## config.mk

```make
export PLATFORM = sky130hd
export DESIGN_NAME = oag_top
export DESIGN_NICKNAME = d
export VERILOG_FILES = /design/src/oag_pkg.sv /design/src/oag_map.sv /design/src/oag_top.sv
export SDC_FILE = /design/constraint.sdc
export NUM_CORES = 1
export LEC_CHECK = 0
export ABC_CLOCK_PERIOD_IN_PS = 1650
export BUFFER_PORTS_ARGS = -buffer_cell sky130_fd_sc_hd__buf_4
export CAP_MARGIN = 20
export CORE_MARGIN = 2
export CORE_UTILIZATION = 45
export DETAILED_ROUTE_END_ITERATION = 7
export GPL_TIMING_DRIVEN = 0
export PLACE_DENSITY = 0.76
export SLEW_MARGIN = 10
export SYNTH_ARGS = -nofsm -noshare
export SYNTH_HDL_FRONTEND = slang
export SYNTH_SLANG_ARGS = --single-unit
export TNS_END_PERCENT = 10
```

## constraint.sdc

```tcl
create_clock -name CLOCK -period 1.65 [get_ports CLOCK]
set_input_delay 0.0825 -clock CLOCK [delete_from_list [all_inputs] [get_ports CLOCK]]
set_output_delay 0.0825 -clock CLOCK [all_outputs]
set_load 0.02 [all_outputs]
```

## src/oag_pkg.sv

```systemverilog
// Operand address generator package: modes, request and answer carriers.
// Assumes a single CPU clock domain and a synchronous decoder front end.
// Functional notes
// - Register operand 00h-DFh or F0h-FFh maps to pointer low nibble plus operand.
// - Register operand E0h-EFh maps to pointer low, pointer high, operand low nibble.
// - Indirect working register: read register, address is pointer low plus value.
// - Indirect working pair gives 12-bit register or 16-bit program address.
// - Indirect register: fetch named register, address is pointer low plus value.
// - Indirect register pair value is a 16-bit program memory address.
// - Indexed: signed working-register offset plus base, then pointer low prefix.
// - Absolute jump or call loads the 16-bit direct address into the counter.
// - Relative jump adds signed 8-bit offset to next instruction address.
// - Four-bit working register maps to pointer low, pointer high, index.
package oag_pkg;

    localparam int OAG_RF_AW = 12;
    localparam int OAG_PM_AW = 16;
    localparam logic [7:0] OAG_ESC_LO = 8'hE0;
    localparam logic [7:0] OAG_ESC_HI = 8'hEF;
    localparam logic [3:0] OAG_WR_FETCH_LAT = 4'h1;

    typedef enum logic [3:0] {
        OAG_M_WORK     = 4'h0,
        OAG_M_REG      = 4'h1,
        OAG_M_IND_WORK = 4'h2,
        OAG_M_IND_WPR  = 4'h3,
        OAG_M_IND_REG  = 4'h4,
        OAG_M_IND_RPR  = 4'h5,
        OAG_M_INDEX    = 4'h6,
        OAG_M_ABS_JMP  = 4'h7,
        OAG_M_REL_JMP  = 4'h8
    } oag_mode_e;

    typedef struct packed {
        oag_mode_e   mode;
        logic [7:0]  operand;
        logic [15:0] direct_program_address;
        logic [7:0]  relative_branch_offset;
        logic [15:0] next_pc;
        logic        pair_to_program;
    } oag_req_s;

    typedef struct packed {
        logic        rf_valid;
        logic [11:0] rf_addr;
        logic        pm_valid;
        logic [15:0] pm_addr;
        logic        pc_load;
        logic [15:0] pc_value;
    } oag_rsp_s;

endpackage

```

## src/oag_map.sv

```systemverilog
// Direct operand mapper: 8-bit or 4-bit operand to 12-bit register address.
// Purely combinational; used for both first-level and pointer-fetch addresses.
`timescale 1ns/1ns
module oag_map
    import oag_pkg::*;
(
    input  wire logic [7:0]  register_pointer,
    input  wire logic [7:0]  operand,
    input  wire logic        working,
    output logic      [11:0] addr
);
    always_comb begin
        if (working) begin
            addr = {register_pointer[3:0], register_pointer[7:4], operand[3:0]};
        end else if (operand >= OAG_ESC_LO && operand <= OAG_ESC_HI) begin
            addr = {register_pointer[3:0], register_pointer[7:4], operand[3:0]};
        end else begin
            addr = {register_pointer[3:0], operand};
        end
    end
endmodule // oag_map

```

## src/oag_top.sv

```systemverilog
// Operand address generator top: forms register-file and program addresses.
// Assumes the register file answers a fetch one cycle after RF_FETCH_* is set.
`timescale 1ns/1ns
module oag_top
    import oag_pkg::*;
(
    input  wire logic        CLOCK,
    input  wire logic        RSTN,
    input  wire logic        REQ_VALID,
    input  wire oag_req_s    REQ,
    input  wire logic [7:0]  REGISTER_POINTER,
    input  wire logic [15:0] RF_RDATA,
    output logic             BUSY,
    output logic             RF_FETCH_VALID,
    output logic      [11:0] RF_FETCH_ADDR,
    output logic             RF_FETCH_PAIR,
    output oag_rsp_s         RSP
);
    // ------------------------------------------------------------
    // State.
    // ------------------------------------------------------------
    typedef enum logic [1:0] {
        OAG_S_IDLE  = 2'b00,
        OAG_S_FETCH = 2'b01,
        OAG_S_USE   = 2'b10
    } oag_state_e;

    oag_state_e  state_reg;
    oag_req_s    req_reg;
    logic [7:0]  rp_reg;
    logic [11:0] first_addr;
    logic [11:0] fetch_addr;
    logic        need_fetch;
    logic        fetch_pair;
    logic [7:0]  index_sum;

    oag_map oag_map_i (
        .register_pointer (REGISTER_POINTER),
        .operand          (REQ.operand),
        .working          (REQ.mode inside {OAG_M_WORK, OAG_M_IND_WORK, OAG_M_IND_WPR,
                                            OAG_M_INDEX}),
        .addr             (first_addr)
    );

    function automatic logic [15:0] oag_rel(input logic [15:0] pc, input logic [7:0] off);
        oag_rel = pc + {{8{off[7]}}, off};
    endfunction

    always_comb begin
        need_fetch = REQ.mode inside {OAG_M_IND_WORK, OAG_M_IND_WPR, OAG_M_IND_REG,
                                      OAG_M_IND_RPR, OAG_M_INDEX};
        fetch_pair = REQ.mode inside {OAG_M_IND_WPR, OAG_M_IND_RPR};
        // Indexed mode fetches the offset register; the base is the operand itself.
        fetch_addr = (REQ.mode == OAG_M_INDEX)
                   ? {REGISTER_POINTER[3:0], REGISTER_POINTER[7:4],
                      REQ.relative_branch_offset[3:0]}
                   : first_addr;
        index_sum  = req_reg.operand + RF_RDATA[7:0];
    end

    // ------------------------------------------------------------
    // Sequencer.
    // ------------------------------------------------------------
    always_ff @(posedge CLOCK) begin
        if (!RSTN) begin
            state_reg      <= OAG_S_IDLE;
            req_reg        <= '0;
            rp_reg         <= 8'h00;
            BUSY           <= 1'b0;
            RF_FETCH_VALID <= 1'b0;
            RF_FETCH_ADDR  <= 12'h000;
            RF_FETCH_PAIR  <= 1'b0;
        end else begin
            RF_FETCH_VALID <= 1'b0;
            case (state_reg)
                OAG_S_IDLE: begin
                    if (REQ_VALID && need_fetch) begin
                        req_reg        <= REQ;
                        rp_reg         <= REGISTER_POINTER;
                        RF_FETCH_VALID <= 1'b1;
                        RF_FETCH_ADDR  <= fetch_addr;
                        RF_FETCH_PAIR  <= fetch_pair;
                        BUSY           <= 1'b1;
                        state_reg      <= OAG_S_FETCH;
                    end
                end
                OAG_S_FETCH: state_reg <= OAG_S_USE;
                OAG_S_USE: begin
                    BUSY      <= 1'b0;
                    state_reg <= OAG_S_IDLE;
                end
                default: state_reg <= OAG_S_IDLE;
            endcase
        end
    end

    // ------------------------------------------------------------
    // Answer.
    // ------------------------------------------------------------
    always_ff @(posedge CLOCK) begin
        if (!RSTN) begin
            RSP <= '0;
        end else begin
            RSP <= '0;
            if (state_reg == OAG_S_IDLE && REQ_VALID && !need_fetch) begin
                case (REQ.mode)
                    OAG_M_WORK, OAG_M_REG: begin
                        RSP.rf_valid <= 1'b1;
                        RSP.rf_addr  <= first_addr;
                    end
                    OAG_M_ABS_JMP: begin
                        RSP.pc_load  <= 1'b1;
                        RSP.pc_value <= REQ.direct_program_address;
                    end
                    OAG_M_REL_JMP: begin
                        RSP.pc_load  <= 1'b1;
                        RSP.pc_value <= oag_rel(REQ.next_pc, REQ.relative_branch_offset);
                    end
                    default: RSP <= '0;
                endcase
            end else if (state_reg == OAG_S_USE) begin
                case (req_reg.mode)
                    OAG_M_IND_WORK, OAG_M_IND_REG: begin
                        RSP.rf_valid <= 1'b1;
                        RSP.rf_addr  <= {rp_reg[3:0], RF_RDATA[7:0]};
                    end
                    OAG_M_INDEX: begin
                        RSP.rf_valid <= 1'b1;
                        RSP.rf_addr  <= {rp_reg[3:0], index_sum};
                    end
                    OAG_M_IND_WPR: begin
                        if (req_reg.pair_to_program) begin
                            RSP.pm_valid <= 1'b1;
                            RSP.pm_addr  <= RF_RDATA;
                        end else begin
                            RSP.rf_valid <= 1'b1;
                            RSP.rf_addr  <= RF_RDATA[11:0];
                        end
                    end
                    OAG_M_IND_RPR: begin
                        RSP.pm_valid <= 1'b1;
                        RSP.pm_addr  <= RF_RDATA;
                    end
                    default: RSP <= '0;
                endcase
            end
        end
    end

    // ------------------------------------------------------------
    // Checks.
    // ------------------------------------------------------------
    property p_reg_direct;
        @(posedge CLOCK) disable iff (!RSTN)
        (state_reg == OAG_S_IDLE && REQ_VALID && REQ.mode == OAG_M_REG
         && !(REQ.operand inside {[8'hE0:8'hEF]}))
        |=> RSP.rf_valid && RSP.rf_addr == {$past(REGISTER_POINTER[3:0]), $past(REQ.operand)};
    endproperty
    a_reg_direct: assert property (p_reg_direct) else $error("direct map wrong");

    property p_reg_escape;
        @(posedge CLOCK) disable iff (!RSTN)
        (state_reg == OAG_S_IDLE && REQ_VALID && REQ.mode == OAG_M_REG
         && REQ.operand inside {[8'hE0:8'hEF]})
        |=> RSP.rf_valid
            && RSP.rf_addr == {$past(REGISTER_POINTER[3:0]), $past(REGISTER_POINTER[7:4]),
                               $past(REQ.operand[3:0])};
    endproperty
    a_reg_escape: assert property (p_reg_escape) else $error("escape map wrong");

    property p_work;
        @(posedge CLOCK) disable iff (!RSTN)
        (state_reg == OAG_S_IDLE && REQ_VALID && REQ.mode == OAG_M_WORK)
        |=> RSP.rf_valid
            && RSP.rf_addr == {$past(REGISTER_POINTER[3:0]), $past(REGISTER_POINTER[7:4]),
                               $past(REQ.operand[3:0])};
    endproperty
    a_work: assert property (p_work) else $error("working map wrong");

    property p_ind_work;
        @(posedge CLOCK) disable iff (!RSTN)
        (state_reg == OAG_S_USE && req_reg.mode == OAG_M_IND_WORK)
        |=> RSP.rf_valid && RSP.rf_addr == {rp_reg[3:0], $past(RF_RDATA[7:0])};
    endproperty
    a_ind_work: assert property (p_ind_work) else $error("indirect work wrong");

    property p_ind_wpr;
        @(posedge CLOCK) disable iff (!RSTN)
        (state_reg == OAG_S_USE && req_reg.mode == OAG_M_IND_WPR && req_reg.pair_to_program)
        |=> RSP.pm_valid && RSP.pm_addr == $past(RF_RDATA);
    endproperty
    a_ind_wpr: assert property (p_ind_wpr) else $error("indirect pair wrong");

    property p_ind_reg;
        @(posedge CLOCK) disable iff (!RSTN)
        (REQ_VALID && state_reg == OAG_S_IDLE && REQ.mode == OAG_M_IND_REG)
        |=> RF_FETCH_VALID ##2 RSP.rf_valid;
    endproperty
    a_ind_reg: assert property (p_ind_reg) else $error("indirect reg late");

    property p_ind_rpr;
        @(posedge CLOCK) disable iff (!RSTN)
        (state_reg == OAG_S_USE && req_reg.mode == OAG_M_IND_RPR)
        |=> RSP.pm_valid && !RSP.rf_valid && RSP.pm_addr == $past(RF_RDATA);
    endproperty
    a_ind_rpr: assert property (p_ind_rpr) else $error("pair program wrong");

    property p_index;
        @(posedge CLOCK) disable iff (!RSTN)
        (state_reg == OAG_S_USE && req_reg.mode == OAG_M_INDEX)
        |=> RSP.rf_valid && RSP.rf_addr[11:8] == $past(rp_reg[3:0])
            && RSP.rf_addr[7:0] == 8'($past(req_reg.operand) + $past(RF_RDATA[7:0]));
    endproperty
    a_index: assert property (p_index) else $error("index sum wrong");

    property p_abs;
        @(posedge CLOCK) disable iff (!RSTN)
        (state_reg == OAG_S_IDLE && REQ_VALID && REQ.mode == OAG_M_ABS_JMP)
        |=> RSP.pc_load && RSP.pc_value == $past(REQ.direct_program_address);
    endproperty
    a_abs: assert property (p_abs) else $error("absolute jump wrong");

    property p_rel;
        @(posedge CLOCK) disable iff (!RSTN)
        (state_reg == OAG_S_IDLE && REQ_VALID && REQ.mode == OAG_M_REL_JMP)
        |=> RSP.pc_value == 16'($past(REQ.next_pc)
                                + {{8{$past(REQ.relative_branch_offset[7])}},
                                   $past(REQ.relative_branch_offset)});
    endproperty
    a_rel: assert property (p_rel) else $error("relative jump wrong");

    c_index: cover property (@(posedge CLOCK) disable iff (!RSTN)
        state_reg == OAG_S_USE && req_reg.mode == OAG_M_INDEX);
    c_rel: cover property (@(posedge CLOCK) disable iff (!RSTN)
        RSP.pc_load && REQ.relative_branch_offset[7]);
    c_escape: cover property (@(posedge CLOCK) disable iff (!RSTN)
        REQ_VALID && REQ.mode == OAG_M_REG && REQ.operand inside {[8'hE0:8'hEF]});
endmodule // oag_top

```

==> results of run 1 <==
## repair_timing
item / in CTS / in global routing
gates resized for setup: 18 / 19
cloned: 0 / 2
buffers inserted: 1 / 8
pin swaps: 5 / 8
endpoints found under the setup margin: 40 / 32
hold endpoints to repair: 45 / 0
hold buffers: 38 / 0
## power groups by stage
stage | combinational [mW] | clock, mW | sequential, mW
global placement | 0.807 | 0 | 1.97
finish | 0.944 | 1.49 | 1.93
CTS | 0.906 | 1.50 | 1.92
detailed placement | 0.818 | 0 | 1.97
floorplan | 0.451 | 0 | 2.00
global route | 1.03 | 1.58 | 1.93
## metrics by stage
stage / total power, mW / hold WS (ns)
after CTS: 4.33 / 0.00239
after global routing: 4.55 / 0.0206
final: 4.36 / 0.0108
after floorplan: 2.45 / 0.191
after detailed placement: 2.79 / 0.289
after global placement: 2.77 / 0.284
## cell families (layout without fill, tap and decap cells)
kind of cell	Yosys count	in the layout	share of synthesized area [%]
flip-flops	77	77	39.9
multiplexers	5	5	1.30
AND/OR/NAND/NOR	152	152	19.5
XOR/XNOR	19	19	4.31
buffers and inverters	30	235	3.63
AO/OA/AOI/OAI	128	128	23.0
adder cells (fa/ha/maj)	25	25	8.42
## layer usage
layer	global-route usage, %	vias up	routed length (um)
met2	41.3	165	5680
met4	8.13	0	227
met3	6.36	18	927
li1	-	1945	-
met1	30.7	1809	4940
met5	0	-	0
## worst min-delay path, stage by stage
cell,delay [ns]
buf_4,0.13
nand2_1,0.05
a21boi_0,0.06
## area by class of cell
cell class              count  area (um^2)  area share (%)
multi-input cells         329         2310            39.5
inverters                  13         48.8           0.833
well taps                 105          131            2.24
plain buffers              15         86.3            1.47
repair buffers            191         1530            26.1
clock buffers              10          138            2.35
clock inverters             6         67.6            1.15
flip-flops and latches     77         1550            26.4
## cells in the final DEF (no fill, tap or decap), types with 4 or more instances in the layout
cell type	netlist	layout
a21boi_0	21	21
a21oi_1	19	15
a22o_1	9	9
a22oi_1	16	15
a2bb2oi_1	4	4
and2_1	16	16
buf_2	7	6
buf_4	1	151
clkbuf_1	7	5
clkbuf_8	0	10
dfxtp_1	77	74
dlygate4sd3_1	0	38
ha_1	22	19
inv_1	13	13
mux2i_1	5	5
nand2_1	65	65
nand2b_1	8	6
nand3_1	4	4
nor2_1	27	26
nor3_1	7	5
nor3_4	1	4
o211a_1	5	5
o211ai_1	4	4
o21ai_0	27	22
o21ai_1	1	5
xnor2_1	12	12
xor2_1	7	7
## Yosys cell counts, types with 2 or more instances
cell type / instances / area, um^2
and2_1: 16 / 100
nand2b_1: 8 / 50.1
o21a_1: 3 / 22.5
a21oi_1: 19 / 95.1
nand3_1: 4 / 20.0
nand3b_1: 3 / 22.5
ha_1: 22 / 275
xnor2_1: 12 / 105
o211ai_1: 4 / 30.0
a22o_1: 9 / 78.8
clkbuf_1: 7 / 26.3
a31oi_1: 2 / 12.5
nor3b_1: 2 / 15.0
inv_1: 13 / 48.8
xor2_1: 7 / 61.3
buf_6: 2 / 22.5
fa_1: 2 / 40.0
o22ai_1: 3 / 18.8
a21o_1: 2 / 15.0
buf_2: 7 / 35.0
nand2_1: 65 / 244
a32oi_1: 2 / 17.5
a2bb2oi_1: 4 / 35.0
nand4_1: 2 / 12.5
mux2i_1: 5 / 50.1
nor2_1: 27 / 101
and3_1: 2 / 12.5
a22oi_1: 16 / 120
nor3_1: 7 / 35.0
o21ai_0: 27 / 135
dfxtp_1: 77 / 1540
o211a_1: 5 / 50.1
nor3_2: 2 / 20.0
or3_1: 2 / 12.5
nor2b_1: 4 / 25.0
a211o_1: 2 / 17.5
a21boi_0: 21 / 158
## worst paths after layout
path / start / to / slack [ns] / cells past startpoint
setup reg to reg: req_reg[41] / RSP[40] / 0.03 / 8
setup / recovery: req_reg[41] / RSP[40] / 0.03 / 8
hold reg to reg: RF_FETCH_ADDR[6] / RF_FETCH_ADDR[6] / 0.47 / 2
hold / removal: REQ[48] / req_reg[48] / 0.01 / 3
==> results.toml, run 1 <==
[clock_network]
cts_buffers = 9
cts_buffer_depth = 2
clkSinkCount = 77
cts.clk_slew.worst_paths_ns = 0.08
cts_tree = "yes"
cts_max_level = 3
clockRootBuffer = "clkbuf_8"
insertion_delay_ns = 0.35

[worst_setup_path]
cp_top_family = "adder cells"
critPathMaxStageDelay_ns = 0.34
criticalPathCategory = "reg -> reg"
cp_slowest_cell = "fa_2"
critPathCaptureType = "flop"
crit_buf_inv = 0
required_ns = 1.89
critPathMaxFanout = 2
cp-start-kind = "flop"
crit_chain = "ha_2 > fa_2 > nand2_1 > nand2_1 > a21oi_2 > o21ai_1 > xnor2_1 > o21ai_1"
arrival_ns = 1.87

[routing]
drc = 0
dr.pass1.iters = 5
drt_iter0_drc = 173
via_per_inst = 5.28
avgRoutedWirePerCell_um = 15.8
totalWireLength_mm = 11.8
ant_nets = 0
vias = 3937

[run_status]
outcome = "completed"

[finish]
area_growth_pct = 51.6
fillCellCount = 638
fin_nets = 740
drive_gt1_share_pct = 33.1
instances_no_fill = 746
utilization_pct = 70.9
antenna_cells = 0
largest_reg_flops = 47
fin_area_mm2 = 0.00586

[floorplan]
die_y_um = 96.7
rows = 33
coreArea_mm2 = 0.00826
initial_utilization_pct = 46.8
pin_count = 142
die-area_mm2 = 0.00934
die_x_um = 96.7

[placed_design]
hpwl_mm = 8.49
dp_slack_ns = -0.399
placed_area_mm2 = 0.00508
placed_cells = 682
routabilityCongestion = 0.833
io_buffers = 141

[synth]
ys_async_sr_fraction_pct = 0
syn_inst = 436
post_synth.cell_area_avg_um2 = 8.86
synth_edf_count = 0
ys_ff_latch = 77
synth.distinct_cells = 56
yosysWarnings = 0
synth-seq-area-share_pct = 39.9
syn_area_mm2 = 0.00386
synth_ff_type = "dfxtp_1"
syn_nets = 540

[global_route]
grt_pass1_vias = 3869
grt_max_degree = 15
grt_first_pass_wirelength_mm = 19.0
antenna_found_initial = 0
grtUsageTotal_pct = 24.6
grt_overflow = 0

[timing]
fin_tns_setup_ns = 0
hold_viol_final = 0
worst_slack_ns = 0.0253
max_slew_margin_pct = 54.0
slew_violations = 0
rsz0062_at_grt = "yes"
min_period_over_period_pct = 98.5
finalCriticalPeriod_ns = 1.62
skew_ns = 0.00954
fmax_ghz = 0.615
tightestPinTransition_ns = 0.685
setup_violations = 0

[flow_run]
cap_viol_max_count = 0

[power]
combinationalPowerShare_pct = 21.7
leakagePower_nw = 2.62
powerDensity_mw_per_mm2 = 744
p_clk_share_pct = 34.2
peakVddDrop_mv = 0.417
swShare_pct = 28.5
internal-power_mw = 3.12
seq_power_share_pct = 44.2
netSwitchingPower_mw = 1.24

[worst_hold_path]
timing.hold.worst.class = "in -> reg"
Note: power is estimated with default switching activity, not from simulation.
==> run 2, diff against run 1 <==
- ABC_CLOCK_PERIOD_IN_PS: 1650 -> 1400
- CORE_ASPECT_RATIO: not set -> 1.5
- clock period: 1.65 -> 1.4 ns (I/O delays scaled with it)
==> run 2 against run 1 <==
The flow now finishes with violations (setup timing). Via count is 1.7% higher. Register-to-register slack worse by 0.32 ns. Critical endpoint is now RSP[38]. Clock power is 69% higher. Cell count stayed put. Highest routed layer unchanged. Hold slack worse by 0.0042 ns. Die area is 0.16% higher. Critical path type unchanged. Non-clock buffer count is 2 lower.
==> results.toml, run 2 (synthesized netlist as in run 1, its figures left out) <==
[floorplan]
pin_count = 142
rows = 41
coreArea_mm2 = 0.00836
initial_utilization_pct = 46.2
die_x_um = 79.7
die_y_um = 117
die-area_mm2 = 0.00936

[timing]
fmax_ghz = 0.591
tightestPinTransition_ns = 0.663
slew_violations = 0
min_period_over_period_pct = 121
hold_viol_final = 0
finalCriticalPeriod_ns = 1.69
fin_tns_setup_ns = -3.51
worst_slack_ns = -0.292
rsz0062_at_grt = "yes"
max_slew_margin_pct = 55.4
setup_violations = 33
skew_ns = 0.00511
hold_ws_ns = 0.00660

[finish]
multi_input_area_mm2 = 0.00238
regArea_mm2 = 0.00155
fin_nets = 738
largest_reg_flops = 47
area_growth_pct = 58.1
layout_commonest_cell = "buf_4"
drive_gt1_share_pct = 35.4
final_cell_mix = "148 x buf_4, 73 x dfxtp_1, 63 x nand2_1, 38 x dlygate4sd3_1, 22 x nor2_1"
antenna_cells = 0
fin_area_mm2 = 0.00611
fillCellCount = 591

[power]
swShare_pct = 25.9
netSwitchingPower_mw = 1.54
peakVddDrop_mv = 0.831
power_mw = 5.93
internal-power_mw = 4.39
powerDensity_mw_per_mm2 = 971
combinationalPowerShare_pct = 19.1
leakagePower_nw = 2.70
seq_power_share_pct = 38.4
p_clk_share_pct = 42.5

[clock_network]
cts_buffer_depth = 2
clkSinkCount = 77
insertion_delay_ns = 0.34
cts_buffers = 9
cts_max_level = 3
cts_tree = "yes"
clockRootBuffer = "clkbuf_16"
cts.clk_slew.worst_paths_ns = 0.06

[worst_setup_path]
r2r_setup_slack_ns = -0.29
reg2reg_to = "RSP[38]"
cp_top_family = "adder cells"
critPathMostFrequentCell = "nand2_2"
arrival_ns = 1.91
criticalPathCategory = "reg -> reg"
required_ns = 1.62
reg2reg_from = "req_reg[41]"
cp-start-kind = "flop"
crit_chain = "ha_4 > fa_2 > nand2_2 > nand2_2 > a21oi_4 > xnor2_1 > a22oi_1 > o22ai_1"
cp_slowest_cell = "fa_2"
critPathMaxFanout = 2
ff2ff_path_depth = 8
critPathCaptureType = "flop"
crit_buf_inv = 0
critPathMaxStageDelay_ns = 0.41

[placed_design]
hpwl_mm = 8.58
routabilityCongestion = 0.898
dp_slack_ns = -0.617
placed_area_mm2 = 0.00511
io_buffers = 141

[routing]
via_per_inst = 5.36
drt_iter0_drc = 190
ant_nets = 0
drc = 0
vias = 4002
avgRoutedWirePerCell_um = 16.2
dr.pass1.iters = 4
totalWireLength_mm = 12.1

[global_route]
grt_pass1_vias = 4085
grtUsageTotal_pct = 26.1
grt_first_pass_wirelength_mm = 19.2
antenna_found_initial = 0
grt_max_degree = 15
grt_overflow = 0

[worst_hold_path]
hold_end = "req_reg[51]"
hold_start = "REQ[51]"
hold_depth = 3
timing.hold.worst.class = "in -> reg"

[run_status]
violations = "setup timing"
outcome = "finished with violations"

[flow_run]
cap_viol_max_count = 0
==> run 2: cell count changes in the layout (fill, tap and decap cells not counted), sizes merged <==
cell	previous run	this run
clkbuf	18	14
bufinv	1	2
clkinvlp	2	1
buf	160	162
==> run 2: power by group through the flow <==
stage / sequential, mW / clock [mW] / combinational [mW]
2_1_floorplan: 2.35 / 0 / 0.536
3_3_place_gp: 2.32 / 0 / 0.939
3_5_place_dp: 2.32 / 0 / 0.961
4_1_cts: 2.27 / 2.55 / 1.08
5_1_grt: 2.28 / 2.63 / 1.24
6_report: 2.28 / 2.52 / 1.14
==> run 2: layer usage <==
metal | GRT usage (%) | vias to the layer above | routed length, um
li1 | - | 1945 | -
met1 | 27.1 | 1896 | 4310
met2 | 48.2 | 129 | 6640
met3 | 4.29 | 32 | 612
met4 | 13.8 | 0 | 486
met5 | 0 | - | 0
==> run 2: layout make-up <==
cell class | count | area share (%)
inverter | 13 | 0.799
clock inverter | 6 | 1.54
buffer | 13 | 1.80
timing repair buffer | 191 | 25.7
sequential | 77 | 25.3
multi-input combinational | 329 | 38.9
tap | 107 | 2.19
clock buffer | 10 | 3.75
==> run 2: how the worst max path moves through the flow <==
stage                       from  endpoint  slack [ns]  cells after the start
global route         req_reg[41]   RSP[40]       -0.38                      8
finish               req_reg[41]   RSP[38]       -0.29                      8
detailed placement   req_reg[50]   RSP[17]       -0.62                      5
floorplan           state_reg[0]   RSP[12]       -0.24                      7
CTS                 state_reg[0]    RSP[5]       -0.29                      8
global placement         REQ[52]   RSP[15]       -0.59                      6
==> run 2: metrics by stage <==
stage	util, %	std cells
3_5_place_dp	61.1	684
4_1_cts	71.3	744
5_1_grt	73.0	746
2_1_floorplan	-	436
3_3_place_gp	61.1	684
6_report	73.0	746
==> run 2: tightest hold or removal path: cells and delay by family <==
family | cells | cell delay (ns)
AND/OR/NAND/NOR | 1 | 0.05
AO/OA/AOI/OAI | 1 | 0.06
buffers and inverters | 1 | 0.12
==> run 2: what timing repair did <==
action | in CTS | in global routing
pin swaps | 19 | 17
endpoints found under the setup margin | 51 | 73
gates cloned | 1 | 0
buffers inserted | 6 | 5
resized for setup | 31 | 40
hold endpoints to repair | 43 | 0
hold buffers | 38 | 0
==> run 3, diff against run 2 <==
- CAP_MARGIN: 20 -> 5
- CORE_UTILIZATION: 45 -> 46
- CTS_BUF_LIST: not set -> sky130_fd_sc_hd__clkbuf_4 sky130_fd_sc_hd__clkbuf_8
- PLACE_DENSITY: 0.76 -> 0.77
==> run 3 against run 2 <==
The flow still finishes with violations (setup timing). Design area fell by 1.4%. Sequential share of layout area rose by 0.33 points. Flip-flop and latch count did not move. Register-to-register slack barely moved. Sequential power barely moved. Cell count rose by 0.80%. Combinational power barely moved. First-iteration DRC count rose by 29%. Total power fell by 9.5%. Die area fell by 2.1%. Non-clock buffer count rose by 6.
==> results.toml, run 3 (synthesized netlist as in run 1, its figures left out) <==
[timing]
tightestPinTransition_ns = 0.686
setup_violations = 37
min_period_over_period_pct = 120
worst_slack_ns = -0.280
slew_violations = 0
rsz0062_at_grt = "yes"
skew_ns = 0.00953
max_slew_margin_pct = 53.9
fmax_ghz = 0.595
finalCriticalPeriod_ns = 1.68
hold_viol_final = 0
hold_ws_ns = 0.00633

[worst_setup_path]
reg2reg_to = "RSP[12]"
critPathMaxStageDelay_ns = 0.40
arrival_ns = 1.98
reg2reg_from = "state_reg[0]"
r2r_setup_slack_ns = -0.28
critPathLaunch = "state_reg[0]"
cp_slowest_cell = "or3b_4"
critPathMaxFanout = 4
criticalPathCategory = "reg -> reg"
crit_chain = "nand2b_4 > or3b_4 > buf_6 > nor3_4 > nor3b_2 > mux2i_1 > o21ai_1"
ff2ff_path_depth = 7
critPathCaptureType = "flop"
required_ns = 1.70
cp-start-kind = "flop"

[clock_network]
cts_buffer_depth = 2
insertion_delay_ns = 0.36
cts.clk_slew.worst_paths_ns = 0.08
clkSinkCount = 77
cts_tree = "yes"
cts_max_level = 3
cts_buffers = 9
clockRootBuffer = "clkbuf_8"

[routing]
via_per_inst = 5.37
dr.pass1.iters = 5
vias = 4039
totalWireLength_mm = 12.5
drc = 0
ant_nets = 0
drt_iter0_drc = 245
avgRoutedWirePerCell_um = 16.6

[finish]
area_growth_pct = 55.8
final_cell_mix = "148 x buf_4, 75 x dfxtp_1, 65 x nand2_1, 46 x dlygate4sd3_1, 23 x nor2_1"
largest_reg_flops = 47
utilization_pct = 72.4
fin_nets = 744
antenna_cells = 0
drive_gt1_share_pct = 34.0
layout_commonest_cell = "buf_4"

[worst_hold_path]
hold_start = "REQ[50]"
hold_end = "req_reg[50]"
hold_depth = 3
timing.hold.worst.class = "in -> reg"

[placed_design]
hpwl_mm = 8.45
routabilityCongestion = 0.956
io_buffers = 141

[floorplan]
coreArea_mm2 = 0.00831
pin_count = 142
die-area_mm2 = 0.00916
initial_utilization_pct = 46.5
rows = 41
die_x_um = 78.8
die_y_um = 116

[global_route]
grt_pass1_vias = 4142
grt_max_degree = 14
grt_overflow = 0
antenna_found_initial = 0
grtUsageTotal_pct = 26.9
grt_first_pass_wirelength_mm = 19.3

[run_status]
violations = "setup timing"
outcome = "finished with violations"

[power]
leakagePower_nw = 2.67
peakVddDrop_mv = 0.646
powerDensity_mw_per_mm2 = 892

[flow_run]
cap_viol_max_count = 0
==> run 3: layout make-up <==
type | count | area, um^2
timing repair buffer | 197 | 1610
sequential | 77 | 1540
multi-input combinational | 329 | 2340
clock buffer | 11 | 151
tap | 107 | 134
inverter | 13 | 48.8
clock inverter | 5 | 81.3
buffer | 13 | 105
fill | 620 | 2290
==> run 3: per-stage QoR <==
step / std cells / setup slack [ns] / total power, mW / setup TNS [ns] / area (um^2)
2_1_floorplan: 436 / -0.237 / 2.89 / -3.79 / 3920
3_3_place_gp: 684 / -0.599 / 3.26 / -22.89 / 5110
3_5_place_dp: 684 / -0.654 / 3.28 / -24.43 / 5110
4_1_cts: 751 / -0.299 / 5.33 / -7.23 / 5920
5_1_grt: 752 / -0.371 / 5.57 / -7.23 / 6020
6_report: 752 / -0.280 / 5.37 / -4.76 / 6020
==> run 3: worst max-delay path, delay by kind of cell, from the launching register on <==
family,cells,cell delay (ns)
DFF,1,0.32
and+or+nand+nor,4,0.95
buffers and inverters,1,0.15
muxes,1,0.11
AOI/OAI and AO/OA,1,0.08
==> run 3: power by group <==
part | switching [mW] | leakage [nW] | internal (mW)
combinational | 0.564 | 1.93 | 0.579
clock | 0.848 | 0.116 | 1.10
sequential | 0.0331 | 0.624 | 2.24
==> run 3: how the worst max path moves through the flow <==
| stage | to | slack, ns | depth (start not counted) |
|---|---|---|---|
| after floorplan | RSP[12] | -0.24 | 7 |
| after global placement | RSP[15] | -0.60 | 6 |
| after detailed placement | RSP[24] | -0.65 | 5 |
| after CTS | RSP[15] | -0.30 | 8 |
| after global routing | RSP[40] | -0.37 | 8 |
| final | RSP[12] | -0.28 | 7 |
==> run 3: what timing repair did <==
item                       4_1_cts  5_1_grt
setup endpoints to repair       52       51
buffers inserted                 5        3
pin swaps                       14       13
gates cloned                     1        1
hold buffers                    46        0
hold endpoints to repair        58        0
gates resized for setup         28       35
==> run 3: per-layer routing <==
metal | share of wire (%) | wire (um) | track usage, %
met5 | 0 | 0 | 0
met4 | 3.8 | 473 | 13.9
met3 | 4.6 | 579 | 5.26
met2 | 55 | 6890 | 50.8
met1 | 36 | 4550 | 28.0
